<file path="src/gtm_regs.svh">
`ifndef GTM_REGS_SVH
`define GTM_REGS_SVH

// ----------------------------------------
// Register offsets
// ----------------------------------------
`define GTM_CFG_OFF 12'h000
`define GTM_AMR_OFF 12'h004
`define GTM_BMR_OFF 12'h008
`define GTM_CTL_OFF 12'h00C
`define GTM_IMR_OFF 12'h018
`define GTM_RIS_OFF 12'h01C
`define GTM_MIS_OFF 12'h020
`define GTM_ICR_OFF 12'h024
`define GTM_AILR_OFF 12'h028
`define GTM_BILR_OFF 12'h02C
`define GTM_AMATCH_OFF 12'h030
`define GTM_APR_OFF 12'h038
`define GTM_BPR_OFF 12'h03C
`define GTM_AVAL_OFF 12'h048
`define GTM_BVAL_OFF 12'h04C

// ----------------------------------------
// Field values and positions
// ----------------------------------------
`define GTM_CFG_32 3'h0
`define GTM_CFG_RTC 3'h1
`define GTM_CFG_16 3'h4
`define GTM_MR_ONESHOT 2'h1
`define GTM_MR_PERIODIC 2'h2
`define GTM_CTL_EN_A 0
`define GTM_CTL_STALL_A 1
`define GTM_CTL_RTC_RUN 4
`define GTM_CTL_TRIG_A 5
`define GTM_CTL_EN_B 8
`define GTM_CTL_STALL_B 9
`define GTM_CTL_TRIG_B 13
`define GTM_IRQ_TO_A 0
`define GTM_IRQ_RTC 3
`define GTM_IRQ_TO_B 8

// ----------------------------------------
// Reset values and timing
// ----------------------------------------
`define GTM_LOAD_RST 16'hFFFF
`define GTM_PRESC_RST 8'h00
`define GTM_RTC_IN_HZ 32768
`define GTM_RTC_OUT_HZ 1

`endif

</file>
<file path="src/gtm_pkg.sv">
`default_nettype none
package gtm_pkg;
    typedef enum logic [1:0] {GTM_M32, GTM_MRTC, GTM_M16} gtm_mode_e;

    // Down-count with reload at zero, or forced load
    function automatic logic [15:0] gtm_dn16(input logic [15:0] c, input logic [15:0] l,
                                             input logic ld, input logic tk);
        gtm_dn16 = ld ? l : (tk ? ((c == 16'h0000) ? l : c - 16'h0001) : c);
    endfunction : gtm_dn16
endpackage : gtm_pkg
`default_nettype wire

</file>
<file path="src/gtm_presc.sv">
`timescale 1ns/100ps
`default_nettype none
module gtm_presc #(
    parameter int W = 8
) (
    input wire logic pclk,
    input wire logic presetn,
    input wire logic run,
    input wire logic reload,
    input wire logic [W-1:0] presc,
    output logic tick
);
    logic [W-1:0] pcnt;

    assign tick = run & (pcnt == '0);

    always_ff @(posedge pclk or negedge presetn) begin
        if (!presetn) begin
            pcnt <= '0;
        end else if (reload) begin
            pcnt <= presc;
        end else if (run) begin
            pcnt <= (pcnt == '0) ? presc : pcnt - W'(1);
        end
    end
endmodule : gtm_presc
`default_nettype wire

</file>
<file path="src/gtm_rtcdiv.sv">
`timescale 1ns/100ps
`default_nettype none
`include "gtm_regs.svh"
module gtm_rtcdiv #(
    parameter int DIV = `GTM_RTC_IN_HZ / `GTM_RTC_OUT_HZ
) (
    input wire logic pclk,
    input wire logic presetn,
    input wire logic run,
    input wire logic clk_in,
    output logic tick
);
    localparam int CW = $clog2(DIV);
    logic [CW-1:0] cnt;
    logic prev;
    wire rise = clk_in & ~prev;
    wire last = (cnt == CW'(DIV - 1));

    // Pin is sampled as a plain input; one edge per reference cycle
    always_ff @(posedge pclk or negedge presetn) begin
        if (!presetn) begin
            prev <= 1'b0;
            cnt <= '0;
            tick <= 1'b0;
        end else begin
            prev <= clk_in;
            tick <= run & rise & last;
            if (!run) begin
                cnt <= '0;
            end else if (rise) begin
                cnt <= last ? '0 : cnt + CW'(1);
            end
        end
    end
endmodule : gtm_rtcdiv
`default_nettype wire

</file>
<file path="src/gtm_top.sv">
`timescale 1ns/100ps
`default_nettype none
`include "gtm_regs.svh"
module gtm_top #(
    parameter int RTC_DIV = `GTM_RTC_IN_HZ / `GTM_RTC_OUT_HZ,
    parameter int PW = 8
) (
    input wire logic pclk,
    input wire logic presetn,
    input wire logic [11:0] paddr,
    input wire logic psel,
    input wire logic penable,
    input wire logic pwrite,
    input wire logic [31:0] pwdata,
    output logic [31:0] prdata,
    output logic pready,
    output logic pslverr,
    input wire logic capture_compare_pin_even,
    output logic trig_a,
    output logic trig_b,
    output logic irq
);
    import gtm_pkg::*;

    // ----------------------------------------
    // State
    // ----------------------------------------
    logic [2:0] width_config_reg;
    logic [1:0] counter_a_mode_field;
    logic [1:0] counter_b_mode_field;
    logic counter_a_enable, counter_a_stall_enable, rtc_run_enable, counter_a_trigger_enable;
    logic counter_b_enable, counter_b_stall_enable, counter_b_trigger_enable;
    logic counter_a_timeout_mask, rtc_match_mask, counter_b_timeout_mask;
    logic counter_a_timeout_raw, rtc_match_raw, counter_b_timeout_raw;
    logic [15:0] counter_a_interval_load, counter_b_interval_load;
    logic [31:0] counter_a_match_reg;
    logic [PW-1:0] counter_a_prescale, counter_b_prescale;
    logic [15:0] counter_a_value, counter_b_value;
    logic pend_a, pend_b, rtc_seen;

    // ----------------------------------------
    // Bus decode
    // ----------------------------------------
    wire acc = psel & penable & pready;
    wire wr = acc & pwrite;
    wire s_cfg = paddr == `GTM_CFG_OFF;
    wire s_amr = paddr == `GTM_AMR_OFF;
    wire s_bmr = paddr == `GTM_BMR_OFF;
    wire s_ctl = paddr == `GTM_CTL_OFF;
    wire s_imr = paddr == `GTM_IMR_OFF;
    wire s_ris = paddr == `GTM_RIS_OFF;
    wire s_mis = paddr == `GTM_MIS_OFF;
    wire s_icr = paddr == `GTM_ICR_OFF;
    wire s_ailr = paddr == `GTM_AILR_OFF;
    wire s_bilr = paddr == `GTM_BILR_OFF;
    wire s_amat = paddr == `GTM_AMATCH_OFF;
    wire s_apr = paddr == `GTM_APR_OFF;
    wire s_bpr = paddr == `GTM_BPR_OFF;
    wire s_aval = paddr == `GTM_AVAL_OFF;
    wire s_bval = paddr == `GTM_BVAL_OFF;
    wire mapped = s_cfg | s_amr | s_bmr | s_ctl | s_imr | s_ris | s_mis | s_icr
                | s_ailr | s_bilr | s_amat | s_apr | s_bpr | s_aval | s_bval;
    // Unmapped writes are dropped and flagged by pslverr
    wire wr_cfg = wr & s_cfg;
    wire wr_ctl = wr & s_ctl;
    wire wr_icr = wr & s_icr;
    wire wr_ailr = wr & s_ailr;
    wire wr_bilr = wr & s_bilr;

    // ----------------------------------------
    // Mode decode
    // ----------------------------------------
    wire gtm_mode_e mode = (width_config_reg == `GTM_CFG_16) ? GTM_M16 :
                           (width_config_reg == `GTM_CFG_RTC) ? GTM_MRTC : GTM_M32;
    wire m16 = mode == GTM_M16;
    wire mrtc = mode == GTM_MRTC;
    wire m32 = mode == GTM_M32;
    wire [31:0] cnt32 = {counter_b_value, counter_a_value};
    wire [31:0] ilr32 = {counter_b_interval_load, counter_a_interval_load};
    wire stall_a = counter_a_stall_enable & ~rtc_run_enable;
    wire stall_b = counter_b_stall_enable & ~rtc_run_enable;
    wire oneshot_a = counter_a_mode_field == `GTM_MR_ONESHOT;
    wire oneshot_b = counter_b_mode_field == `GTM_MR_ONESHOT;

    // ----------------------------------------
    // Chained counting
    // ----------------------------------------
    // Counter B mode, control and prescale fields are ignored when chained; a BILR write still sets the upper load half
    wire run32 = m32 & counter_a_enable & ~stall_a;
    wire hit32 = run32 & (cnt32 == 32'h0000_0000);
    wire pend32 = m32 & (pend_a | pend_b);
    wire sec_tick;
    wire rtc_step = sec_tick & mrtc & counter_a_enable;
    wire rtc_hit = rtc_step & (cnt32 == counter_a_match_reg);
    wire rtc_first = wr_cfg & (pwdata[2:0] == `GTM_CFG_RTC) & ~rtc_seen;
    wire [31:0] next_cnt32 = rtc_first ? 32'h0000_0001 :
                             pend32 ? ilr32 :
                             rtc_step ? (rtc_hit ? 32'h0000_0000 : cnt32 + 32'h0000_0001) :
                             hit32 ? ilr32 :
                             run32 ? cnt32 - 32'h0000_0001 : cnt32;

    // ----------------------------------------
    // Split counting
    // ----------------------------------------
    wire run_a16 = m16 & counter_a_enable & ~stall_a;
    wire run_b16 = m16 & counter_b_enable & ~stall_b;
    wire tick_a, tick_b;
    wire hit_a16 = tick_a & (counter_a_value == 16'h0000);
    wire hit_b16 = tick_b & (counter_b_value == 16'h0000);
    wire [15:0] next_a16 = gtm_dn16(counter_a_value, counter_a_interval_load, pend_a, tick_a);
    wire [15:0] next_b16 = gtm_dn16(counter_b_value, counter_b_interval_load, pend_b, tick_b);
    wire hit_a = hit32 | hit_a16;
    wire hit_b = hit_b16;
    wire use16 = m16 & ~rtc_first;

    gtm_presc #(.W(PW)) u_presc_a (
        .pclk(pclk),
        .presetn(presetn),
        .run(run_a16),
        .reload(pend_a),
        .presc(counter_a_prescale),
        .tick(tick_a)
    );

    gtm_presc #(.W(PW)) u_presc_b (
        .pclk(pclk),
        .presetn(presetn),
        .run(run_b16),
        .reload(pend_b),
        .presc(counter_b_prescale),
        .tick(tick_b)
    );

    // Only the even pin is used; odd pins serve capture modes not built here
    gtm_rtcdiv #(.DIV(RTC_DIV)) u_rtcdiv (
        .pclk(pclk),
        .presetn(presetn),
        .run(mrtc & counter_a_enable),
        .clk_in(capture_compare_pin_even),
        .tick(sec_tick)
    );

    // ----------------------------------------
    // Read data
    // ----------------------------------------
    wire [31:0] ris_word = (32'(counter_a_timeout_raw) << `GTM_IRQ_TO_A)
                         | (32'(rtc_match_raw) << `GTM_IRQ_RTC)
                         | (32'(counter_b_timeout_raw) << `GTM_IRQ_TO_B);
    wire [31:0] imr_word = (32'(counter_a_timeout_mask) << `GTM_IRQ_TO_A)
                         | (32'(rtc_match_mask) << `GTM_IRQ_RTC)
                         | (32'(counter_b_timeout_mask) << `GTM_IRQ_TO_B);
    wire [31:0] ctl_word = (32'(counter_a_enable) << `GTM_CTL_EN_A)
                         | (32'(counter_a_stall_enable) << `GTM_CTL_STALL_A)
                         | (32'(rtc_run_enable) << `GTM_CTL_RTC_RUN)
                         | (32'(counter_a_trigger_enable) << `GTM_CTL_TRIG_A)
                         | (32'(counter_b_enable) << `GTM_CTL_EN_B)
                         | (32'(counter_b_stall_enable) << `GTM_CTL_STALL_B)
                         | (32'(counter_b_trigger_enable) << `GTM_CTL_TRIG_B);
    wire [31:0] rd_mux = s_cfg ? 32'(width_config_reg) :
                         s_amr ? 32'(counter_a_mode_field) :
                         s_bmr ? 32'(counter_b_mode_field) :
                         s_ctl ? ctl_word :
                         s_imr ? imr_word :
                         s_ris ? ris_word :
                         s_mis ? (ris_word & imr_word) :
                         s_ailr ? (m16 ? 32'(counter_a_interval_load) : ilr32) :
                         s_bilr ? 32'(counter_b_interval_load) :
                         s_amat ? counter_a_match_reg :
                         s_apr ? 32'(counter_a_prescale) :
                         s_bpr ? 32'(counter_b_prescale) :
                         s_aval ? (m16 ? 32'(counter_a_value) : cnt32) :
                         s_bval ? 32'(counter_b_value) : 32'h0000_0000;

    // ----------------------------------------
    // Bus slave
    // ----------------------------------------
    // Data captured in setup so prdata stays a flop output
    always_ff @(posedge pclk or negedge presetn) begin
        if (!presetn) begin
            pready <= 1'b0;
            pslverr <= 1'b0;
            prdata <= 32'h0000_0000;
        end else begin
            pready <= psel & ~penable;
            pslverr <= psel & ~penable & ~mapped;
            if (psel & ~penable) begin
                prdata <= pwrite ? 32'h0000_0000 : rd_mux;
            end
        end
    end

    // ----------------------------------------
    // Configuration and control
    // ----------------------------------------
    always_ff @(posedge pclk or negedge presetn) begin
        if (!presetn) begin
            width_config_reg <= 3'h0;
            counter_a_mode_field <= 2'h0;
            counter_b_mode_field <= 2'h0;
            counter_a_stall_enable <= 1'b0;
            rtc_run_enable <= 1'b0;
            counter_a_trigger_enable <= 1'b0;
            counter_b_stall_enable <= 1'b0;
            counter_b_trigger_enable <= 1'b0;
            counter_a_timeout_mask <= 1'b0;
            rtc_match_mask <= 1'b0;
            counter_b_timeout_mask <= 1'b0;
            counter_a_match_reg <= 32'h0000_0000;
            counter_a_prescale <= PW'(`GTM_PRESC_RST);
            counter_b_prescale <= PW'(`GTM_PRESC_RST);
            rtc_seen <= 1'b0;
        end else begin
            if (wr_cfg) width_config_reg <= pwdata[2:0];
            if (rtc_first) rtc_seen <= 1'b1;
            if (wr & s_amr) counter_a_mode_field <= pwdata[1:0];
            if (wr & s_bmr) counter_b_mode_field <= pwdata[1:0];
            if (wr_ctl) begin
                counter_a_stall_enable <= pwdata[`GTM_CTL_STALL_A];
                rtc_run_enable <= pwdata[`GTM_CTL_RTC_RUN];
                counter_a_trigger_enable <= pwdata[`GTM_CTL_TRIG_A];
                counter_b_stall_enable <= pwdata[`GTM_CTL_STALL_B];
                counter_b_trigger_enable <= pwdata[`GTM_CTL_TRIG_B];
            end
            if (wr & s_imr) begin
                counter_a_timeout_mask <= pwdata[`GTM_IRQ_TO_A];
                rtc_match_mask <= pwdata[`GTM_IRQ_RTC];
                counter_b_timeout_mask <= pwdata[`GTM_IRQ_TO_B];
            end
            if (wr & s_amat) counter_a_match_reg <= pwdata;
            if (wr & s_apr) counter_a_prescale <= pwdata[PW-1:0];
            if (wr & s_bpr) counter_b_prescale <= pwdata[PW-1:0];
        end
    end

    // Software write to control wins over the one-shot clear
    always_ff @(posedge pclk or negedge presetn) begin
        if (!presetn) begin
            counter_a_enable <= 1'b0;
            counter_b_enable <= 1'b0;
        end else begin
            counter_a_enable <= wr_ctl ? pwdata[`GTM_CTL_EN_A] : counter_a_enable & ~(hit_a & oneshot_a);
            counter_b_enable <= wr_ctl ? pwdata[`GTM_CTL_EN_B] : counter_b_enable & ~(hit_b & oneshot_b);
        end
    end

    // ----------------------------------------
    // Load registers and counters
    // ----------------------------------------
    always_ff @(posedge pclk or negedge presetn) begin
        if (!presetn) begin
            counter_a_interval_load <= `GTM_LOAD_RST;
            counter_b_interval_load <= `GTM_LOAD_RST;
            counter_a_value <= `GTM_LOAD_RST;
            counter_b_value <= `GTM_LOAD_RST;
            pend_a <= 1'b0;
            pend_b <= 1'b0;
        end else begin
            if (wr_ailr) begin
                counter_a_interval_load <= pwdata[15:0];
                if (!m16) counter_b_interval_load <= pwdata[31:16];
            end else if (wr_bilr) begin
                counter_b_interval_load <= pwdata[15:0];
            end
            pend_a <= wr_ailr;
            pend_b <= wr_bilr;
            counter_a_value <= use16 ? next_a16 : next_cnt32[15:0];
            counter_b_value <= use16 ? next_b16 : next_cnt32[31:16];
        end
    end

    // ----------------------------------------
    // Flags, trigger and interrupt
    // ----------------------------------------
    // A new event beats a clear in the same cycle
    always_ff @(posedge pclk or negedge presetn) begin
        if (!presetn) begin
            counter_a_timeout_raw <= 1'b0;
            rtc_match_raw <= 1'b0;
            counter_b_timeout_raw <= 1'b0;
            trig_a <= 1'b0;
            trig_b <= 1'b0;
            irq <= 1'b0;
        end else begin
            counter_a_timeout_raw <= hit_a | (counter_a_timeout_raw & ~(wr_icr & pwdata[`GTM_IRQ_TO_A]));
            rtc_match_raw <= rtc_hit | (rtc_match_raw & ~(wr_icr & pwdata[`GTM_IRQ_RTC]));
            counter_b_timeout_raw <= hit_b | (counter_b_timeout_raw & ~(wr_icr & pwdata[`GTM_IRQ_TO_B]));
            trig_a <= hit_a & counter_a_trigger_enable;
            trig_b <= hit_b & counter_b_trigger_enable;
            irq <= |(ris_word & imr_word);
        end
    end
endmodule : gtm_top
`default_nettype wire

</file>
<file path="config.mk">
export PLATFORM = sky130hd
export DESIGN_NAME = gtm_top
export DESIGN_NICKNAME = d
export VERILOG_FILES = /design/src/gtm_pkg.sv /design/src/gtm_presc.sv /design/src/gtm_rtcdiv.sv /design/src/gtm_top.sv
export VERILOG_INCLUDE_DIRS = /design/src
export SDC_FILE = /design/constraint.sdc
export NUM_CORES = 1
export LEC_CHECK = 0
export BUFFER_PORTS_ARGS = -buffer_cell sky130_fd_sc_hd__clkbuf_2
export CORE_UTILIZATION = 62
export CTS_CLUSTER_DIAMETER = 80
export DETAILED_ROUTE_END_ITERATION = 10
export GPL_TIMING_DRIVEN = 0
export HOLD_SLACK_MARGIN = 0.1
export PLACE_DENSITY = 0.88
export SYNTH_ARGS = -nofsm -noshare
export SYNTH_HDL_FRONTEND = slang
export SYNTH_SLANG_ARGS = --single-unit
</file>
<file path="constraint.sdc">
create_clock -name pclk -period 3.36 [get_ports pclk]
set_input_delay 0.672 -clock pclk [delete_from_list [all_inputs] [get_ports pclk]]
set_output_delay 0.672 -clock pclk [all_outputs]
set_load 0.005 [all_outputs]
</file>
; Word level (Yosys, flattened, before mapping)
; Index checks and enable logic that the tools add are counted.
[op_classes]
n_addsub = 7
eq_ne = 27
mux = 47
bitwise_logic = 95
reduce_logical = 15
[op_table]
columns = op, count
row1 = $mux W32, 22
row2 = $mux W16, 12
row3 = $eq A12 B6 Y1 const B, 7
row4 = $and A1 B1 Y1, 52
row5 = $mux W8, 6
row6 = $mux W15, 3
row7 = $add A32 B1 Y32 const B, 1
row8 = $eq A32 B32 Y1, 1
row9 = $logic_not A16 Y1, 2
row10 = $logic_not A32 Y1, 1
row11 = $reduce_or A32 Y1, 1
row12 = $sub A16 B1 Y16 const B, 2
row13 = $sub A32 B1 Y32 const B, 1
row14 = $eq A12 B4 Y1 const B, 2
row15 = $eq A12 B5 Y1 const B, 2
row16 = $eq A12 B7 Y1 const B, 2
row17 = $or A1 B1 Y1, 19
row18 = $or A4 B9 Y9, 2
row19 = $logic_not A8 Y1, 2
row20 = $sub A8 B1 Y8 const B, 2
row21 = $add A15 B1 Y15 const B, 1
row22 = $eq A15 B15 Y1 const B, 1
row23 = $or A10 B14 Y14, 1
row24 = $not A1 Y1, 13
row25 = 21 further kinds, 33
[word_totals]
ff_bits = 205
output_inout_bits = 37
elab_cells = 228

; Longest topological paths before layout
[logic_depth]
ltp_word = 19
mapped_depth = 11

; Cells and area by module
; Synthesis repeated with hierarchy kept, for this count alone.
[unflattened]
cells_unflattened = 1482
area_unflattened_um2 = 13444.1
[modules_own_cells]
columns = mod, instances, cells_each, area_each_um2, seq_area_each_um2
row1 = gtm_top, 1, 1268, 11373.4, 4384.2
row2 = gtm_presc, 2, 59, 553.0, 200.2
row3 = gtm_rtcdiv, 1, 96, 964.7, 425.4

; Worst setup path before layout
; OpenSTA, ideal clock, no wires.
[synth_timing]
path_type = flip-flop to flip-flop
startpoint = register counter_b_value[0]
endpoint = register counter_b_value[10]
setup_ns = 0.077
t_arrival_ns = 2.786
required_time_ns = 3.283
path_slack_ns = 0.497
stages_incl_launch_ff = 12
synth_period_minus_slack_ns = 2.863
path_cell_list = dfstp_2 > clkbuf_1 > inv_1 > ha_1 > or3b_2 > or4_1 > buf_2 > nor3_1 > nand2_1 > a31oi_1 > or3b_1 > a31oi_1
[synth_between]
elab_chain_cells = 7
elab_cells_between_ends = 20
[synth_rtl]
columns = item, line
row1 = "start, declared", gtm_top.sv:38  ; logic [15:0] counter_a_value, counter_b_value;
row2 = "start signal, assigned", gtm_top.sv:254  ; counter_b_value <= `GTM_LOAD_RST;
row3 = "start signal, assigned", gtm_top.sv:267  ; counter_b_value <= use16 ? next_b16 : next_cnt32[31:16];
row4 = $sub A32 B1 Y32 (tied with other cells), gtm_top.sv:100  ; run32 ? cnt32 - 32'h0000_0001 : cnt32;
row5 = $mux W32 (tied with other cells), gtm_top.sv:100
row6 = "$mux W32, on equally long branches", "gtm_top.sv:99, gtm_top.sv:98"
row7 = $mux W32, gtm_top.sv:98  ; rtc_step ? (rtc_hit ? 32'h0000_0000 : cnt32 + 32'h0000_0001) :
row8 = $mux W32, gtm_top.sv:97  ; pend32 ? ilr32 :
row9 = $mux W32, gtm_top.sv:96  ; wire [31:0] next_cnt32 = rtc_first ? 32'h0000_0001 :
row10 = $mux W16, gtm_top.sv:267
; Several ways; a longest one is shown, not always the timed one. The select of a mux whose other input is x is not followed.
; A chain may end at the register's enable or synchronous reset.

; Worst setup path in the final report
[layout_timing]
startpoint = input port paddr[3]
endpoint = register counter_b_value[6]
[layout_between]
elab_chain_cells = 8
elab_cells_between_ends = 11
[layout_rtl]
columns = item, line
row1 = "start, declared", gtm_top.sv:10  ; input wire logic [11:0] paddr,
row2 = $logic_not A12 Y1 (no line) *, -
row3 = $and A1 B1 Y1 *, gtm_top.sv:64  ; wire wr_cfg = wr & s_cfg;
row4 = $and A1 B1 Y1 * (2 in a row), gtm_top.sv:95  ; wire rtc_first = wr_cfg & (pwdata[2:0] == `GTM_CFG_RTC) & ~rtc_seen;
row5 = $not A1 Y1, gtm_top.sv:114  ; wire use16 = m16 & ~rtc_first;
row6 = $and A1 B1 Y1, gtm_top.sv:114
row7 = $ne A3 B2 Y1 (no line) / $reduce_bool A6 Y1 (equally long branches), -
row8 = $reduce_and A2 Y1 (no line), -
; Every way passes the cells marked *; elsewhere a longest branch is shown, timed or not.

==> impl_metrics.csv <==
group,metric,value,unit
finish,nNetsFinal,1630,
synthesis,synthAdderAreaFrac,0.00935,
finish,nFillCells,1545,
placed_design,dpl.hpwl,39.3,mm
floorplanning,dieArea,22200,µm²
sta,maxSlewViolCount,0,
critical_path,critical_path_arrival,3.90,ns
grt,grt_overflow,0,
synthesis,syn_area_per_cell,9.14,µm²
sta,period_share,1.03,
power,p_leak,6.26,nW
sta,setup_viol,4,
routing,routed_wl,53.6,mm
floorplanning,initial_core_util,0.634,
finish,fin_area,15000,µm²
clock_tree,cts.clk_slew.worst_paths,0.06,ns
finish,layout-drive-gt1-share,0.234,
grt,grt_pass1_vias,13100,
synthesis,yosysSeqAreaShare,0.389,
sta,rsz0062_at_grt,"yes",
power,power_density,502,nW/µm²
floorplanning,core,21100,µm²
critical_path,crit_family,"simple AND/OR/NAND/NOR gates",
critical_path,critPathMaxFanout,10,
synthesis,yosys_warnings,0,
synthesis,ys.flop_type,"dfrtp_1",
critical_path,endpoint_kind,"register",
floorplanning,dieWidth,149,µm
synthesis,yosys_register_bits,205,
sta,max_freq,0.290,GHz
critical_path,crit_type,"input port to register",
routing,dr.first_iter.drc_count,2114,
power,ir_worst_vdd,0.000471,V
clock_tree,cts_tree,"yes",
synthesis,netlist_instances,1463,
finish,final_common_cell,"dfrtp_1",
synthesis,synth-simple-area-share,0.206,
floorplanning,chipHeight,149,µm
routing,ant_nets,0,
clock_tree,cts_buffer_depth,3,
finish,layout_common_cells,"dfrtp_1 (141), nand2_1 (133), nor2_1 (120)",
grt,grt_max_degree,107,
placed_design,place_area,14200,µm²
min_path,min_path_type,"input port to asynchronous set/reset pin",
run_status,outcome,"finished with violations",
routing,dr.pass1.iters,10,
critical_path,path_cells,"clkbuf_2, buf_2, nor4_1, nand3_1, o21ai_1, nor2_1, nand2_1, a211oi_1, a221o_1",
critical_path,crit_path_top_delay_cell,"o21ai_1",
clock_tree,clock-sinks,205,
sta,max_slew_margin,0.275,
sta,hold_violations,0,
job,cap_viol_max_count,0,
sta,min_period,3.45,ns
critical_path,cp_data_required_time,3.81,ns
synthesis,muxShareOfSynthArea,0.0860,
sta,worst_slew_pin_slew,1.08,ns
clock_tree,clkLatencyLatePin,0.53,ns
clock_tree,htreeDepth,1,
routing,vias,13800,
routing,wl_per_cell,28.8,µm
synthesis,synth_top_family_by_area,"compound AO/OA/AOI/OAI gates",
synthesis,synthXorXnorAreaFrac,0.0444,
placed_design,pre_cts_slack,-0.642,ns
synthesis,ys_types,94,
routing,drc,0,
grt,antenna_found_initial,1,
synthesis,async_reset_ff_frac,1.00,
critical_path,cp-start-kind,"input port",
clock_tree,root_buffer,"clkbuf_16",
placed_design,routabilityCongestion,1.02,
placed_design,port_buffers,83,
sta,fin_ws,-0.0904,ns
synthesis,synth_compound_area_frac,0.222,
floorplanning,num_io_pins,87,
critical_path,r2r_slack,-0.02,ns
grt,grt_pass1_wl,80.5,mm
finish,area_delta_synth_final,12.4,%
critical_path,path_buf_inv,2,
critical_path,max_stage_delay,0.92,ns
sta,clock_skew,0.0162,ns
floorplanning,num_rows,53,
routing,vias_per_cell,7.42,
run_status,violations,"negative setup slack",
clock_tree,cts_made_buffers,23,
synthesis,synth_edf_count,0,
clock_tree,cts_hold_buf,0,
grt,track_usage,0.488,
synthesis,syn-cell-area,13400,µm²
synthesis,synth_nets,1523,
## synth_stat cells, types with 7 or more instances
library cell,instances,share of area
dfrtp_1,141,0.26
nand2_1,134,0.038
nor2_1,122,0.034
o21ai_0,96,0.036
a21oi_1,93,0.035
mux2_2,80,0.067
clkbuf_1,65,0.018
dfstp_2,64,0.13
xnor2_1,51,0.033
nor3_1,46,0.017
nand3_1,35,0.013
buf_2,30,0.011
nand4_1,28,0.013
mux2i_1,25,0.019
a222oi_1,24,0.018
and3_1,23,0.011
inv_1,23,0.0065
a211oi_1,21,0.012
nand2b_1,18,0.0084
nor4_1,18,0.0084
a221oi_1,17,0.011
a22oi_1,17,0.0095
a31oi_1,16,0.0075
a21o_1,15,0.0084
xor2_1,15,0.0098
o22ai_1,14,0.0065
a221o_1,10,0.0075
and2_1,10,0.0047
ha_1,10,0.0094
o211ai_1,10,0.0056
o31ai_1,9,0.0051
and4_1,8,0.0052
nor2b_1,8,0.0037
a211o_1,7,0.0046
o21a_1,7,0.0039
o21ai_1,7,0.0026
o221ai_1,7,0.0046
o22a_1,7,0.0046
or3_1,7,0.0033
## what timing repair did
| item | 4_1_cts | 5_1_grt |
|---|---|---|
| pin swaps | 1 | 2 |
| gates resized for setup | 16 | 4 |
| setup buffers | 3 | 1 |
| setup endpoints to repair | 33 | 23 |
| gates cloned | 0 | 0 |
## where the power goes
part | leakage, nW | switching [mW] | total [mW] | internal (mW)
Sequential | 2.61 | 0.242 | 2.95 | 2.70
Clock | 0.379 | 1.09 | 2.64 | 1.55
Combinational | 3.27 | 1.27 | 1.95 | 0.680
Total | 6.26 | 2.61 | 7.54 | 4.93
## final cells by class
cell class / instances / area (µm²) / share of cell area
flip-flops and latches: 205 / 5210 / 0.347
multi-input cells: 1129 / 7670 / 0.510
clock inverters: 11 / 140 / 0.00932
well taps: 275 / 344 / 0.0229
diodes: 1 / 2.50 / 0.000166
inverters: 23 / 86.3 / 0.00574
repair buffers: 88 / 482 / 0.0320
clock buffers: 28 / 624 / 0.0415
plain buffers: 100 / 477 / 0.0317
## kinds of logic after synthesis
family / Yosys count
flip-flops: 205
AND/OR/NAND/NOR: 515
multiplexers: 105
XOR/XNOR: 67
buffers and inverters: 129
AO/OA/AOI/OAI: 432
adder cells (fa/ha/maj): 10
## metal layers
layer	global-route usage	vias up	wire, µm	part of all wire
met5	0	-	13	0.00024
met4	0.285	2	3720	0.069
met3	0.149	292	7480	0.14
met2	0.706	1131	22300	0.42
met1	0.646	6639	20100	0.38
li1	-	5737	-	-
## worst paths after layout
| path | cells after the start | to | startpoint |
|---|---|---|---|
| max in group asynchronous | 2 | counter_a_match_reg[28]$_DFFE_PN0P_ | presetn |
| worst min register to register | 2 | prdata[25]$_DFFE_PN0P_ | prdata[25]$_DFFE_PN0P_ |
| min in group pclk | 1 | u_rtcdiv.prev$_DFF_PN0_ | capture_compare_pin_even |
| worst min-delay path | 1 | u_presc_a.pcnt[3]$_DFFE_PN0P_ | presetn |
| worst max-delay path | 9 | counter_b_value[6]$_DFFE_PN1P_ | paddr[3] |
| worst max register to register | 12 | counter_a_value[1]$_DFFE_PN1P_ | counter_b_value[0]$_DFFE_PN1P_ |
## per-stage QoR
| stage | hold WS (ns) | std cells | util | TNS, ns | power, mW |
|---|---|---|---|---|---|
| floorplan | 0.376 | 1463 | - | 0 | 4.12 |
| CTS | 0.265 | 1858 | 0.712 | 0 | 7.40 |
| finish | 0.252 | 1860 | 0.713 | -0.122 | 7.54 |
| detailed placement | 0.469 | 1822 | 0.672 | -17.18 | 4.78 |
| global placement | 0.454 | 1821 | 0.670 | -395.00 | 4.77 |
| global route | 0.273 | 1859 | 0.713 | -0.0310 | 7.71 |
Note: power is estimated with default switching activity, not from simulation.
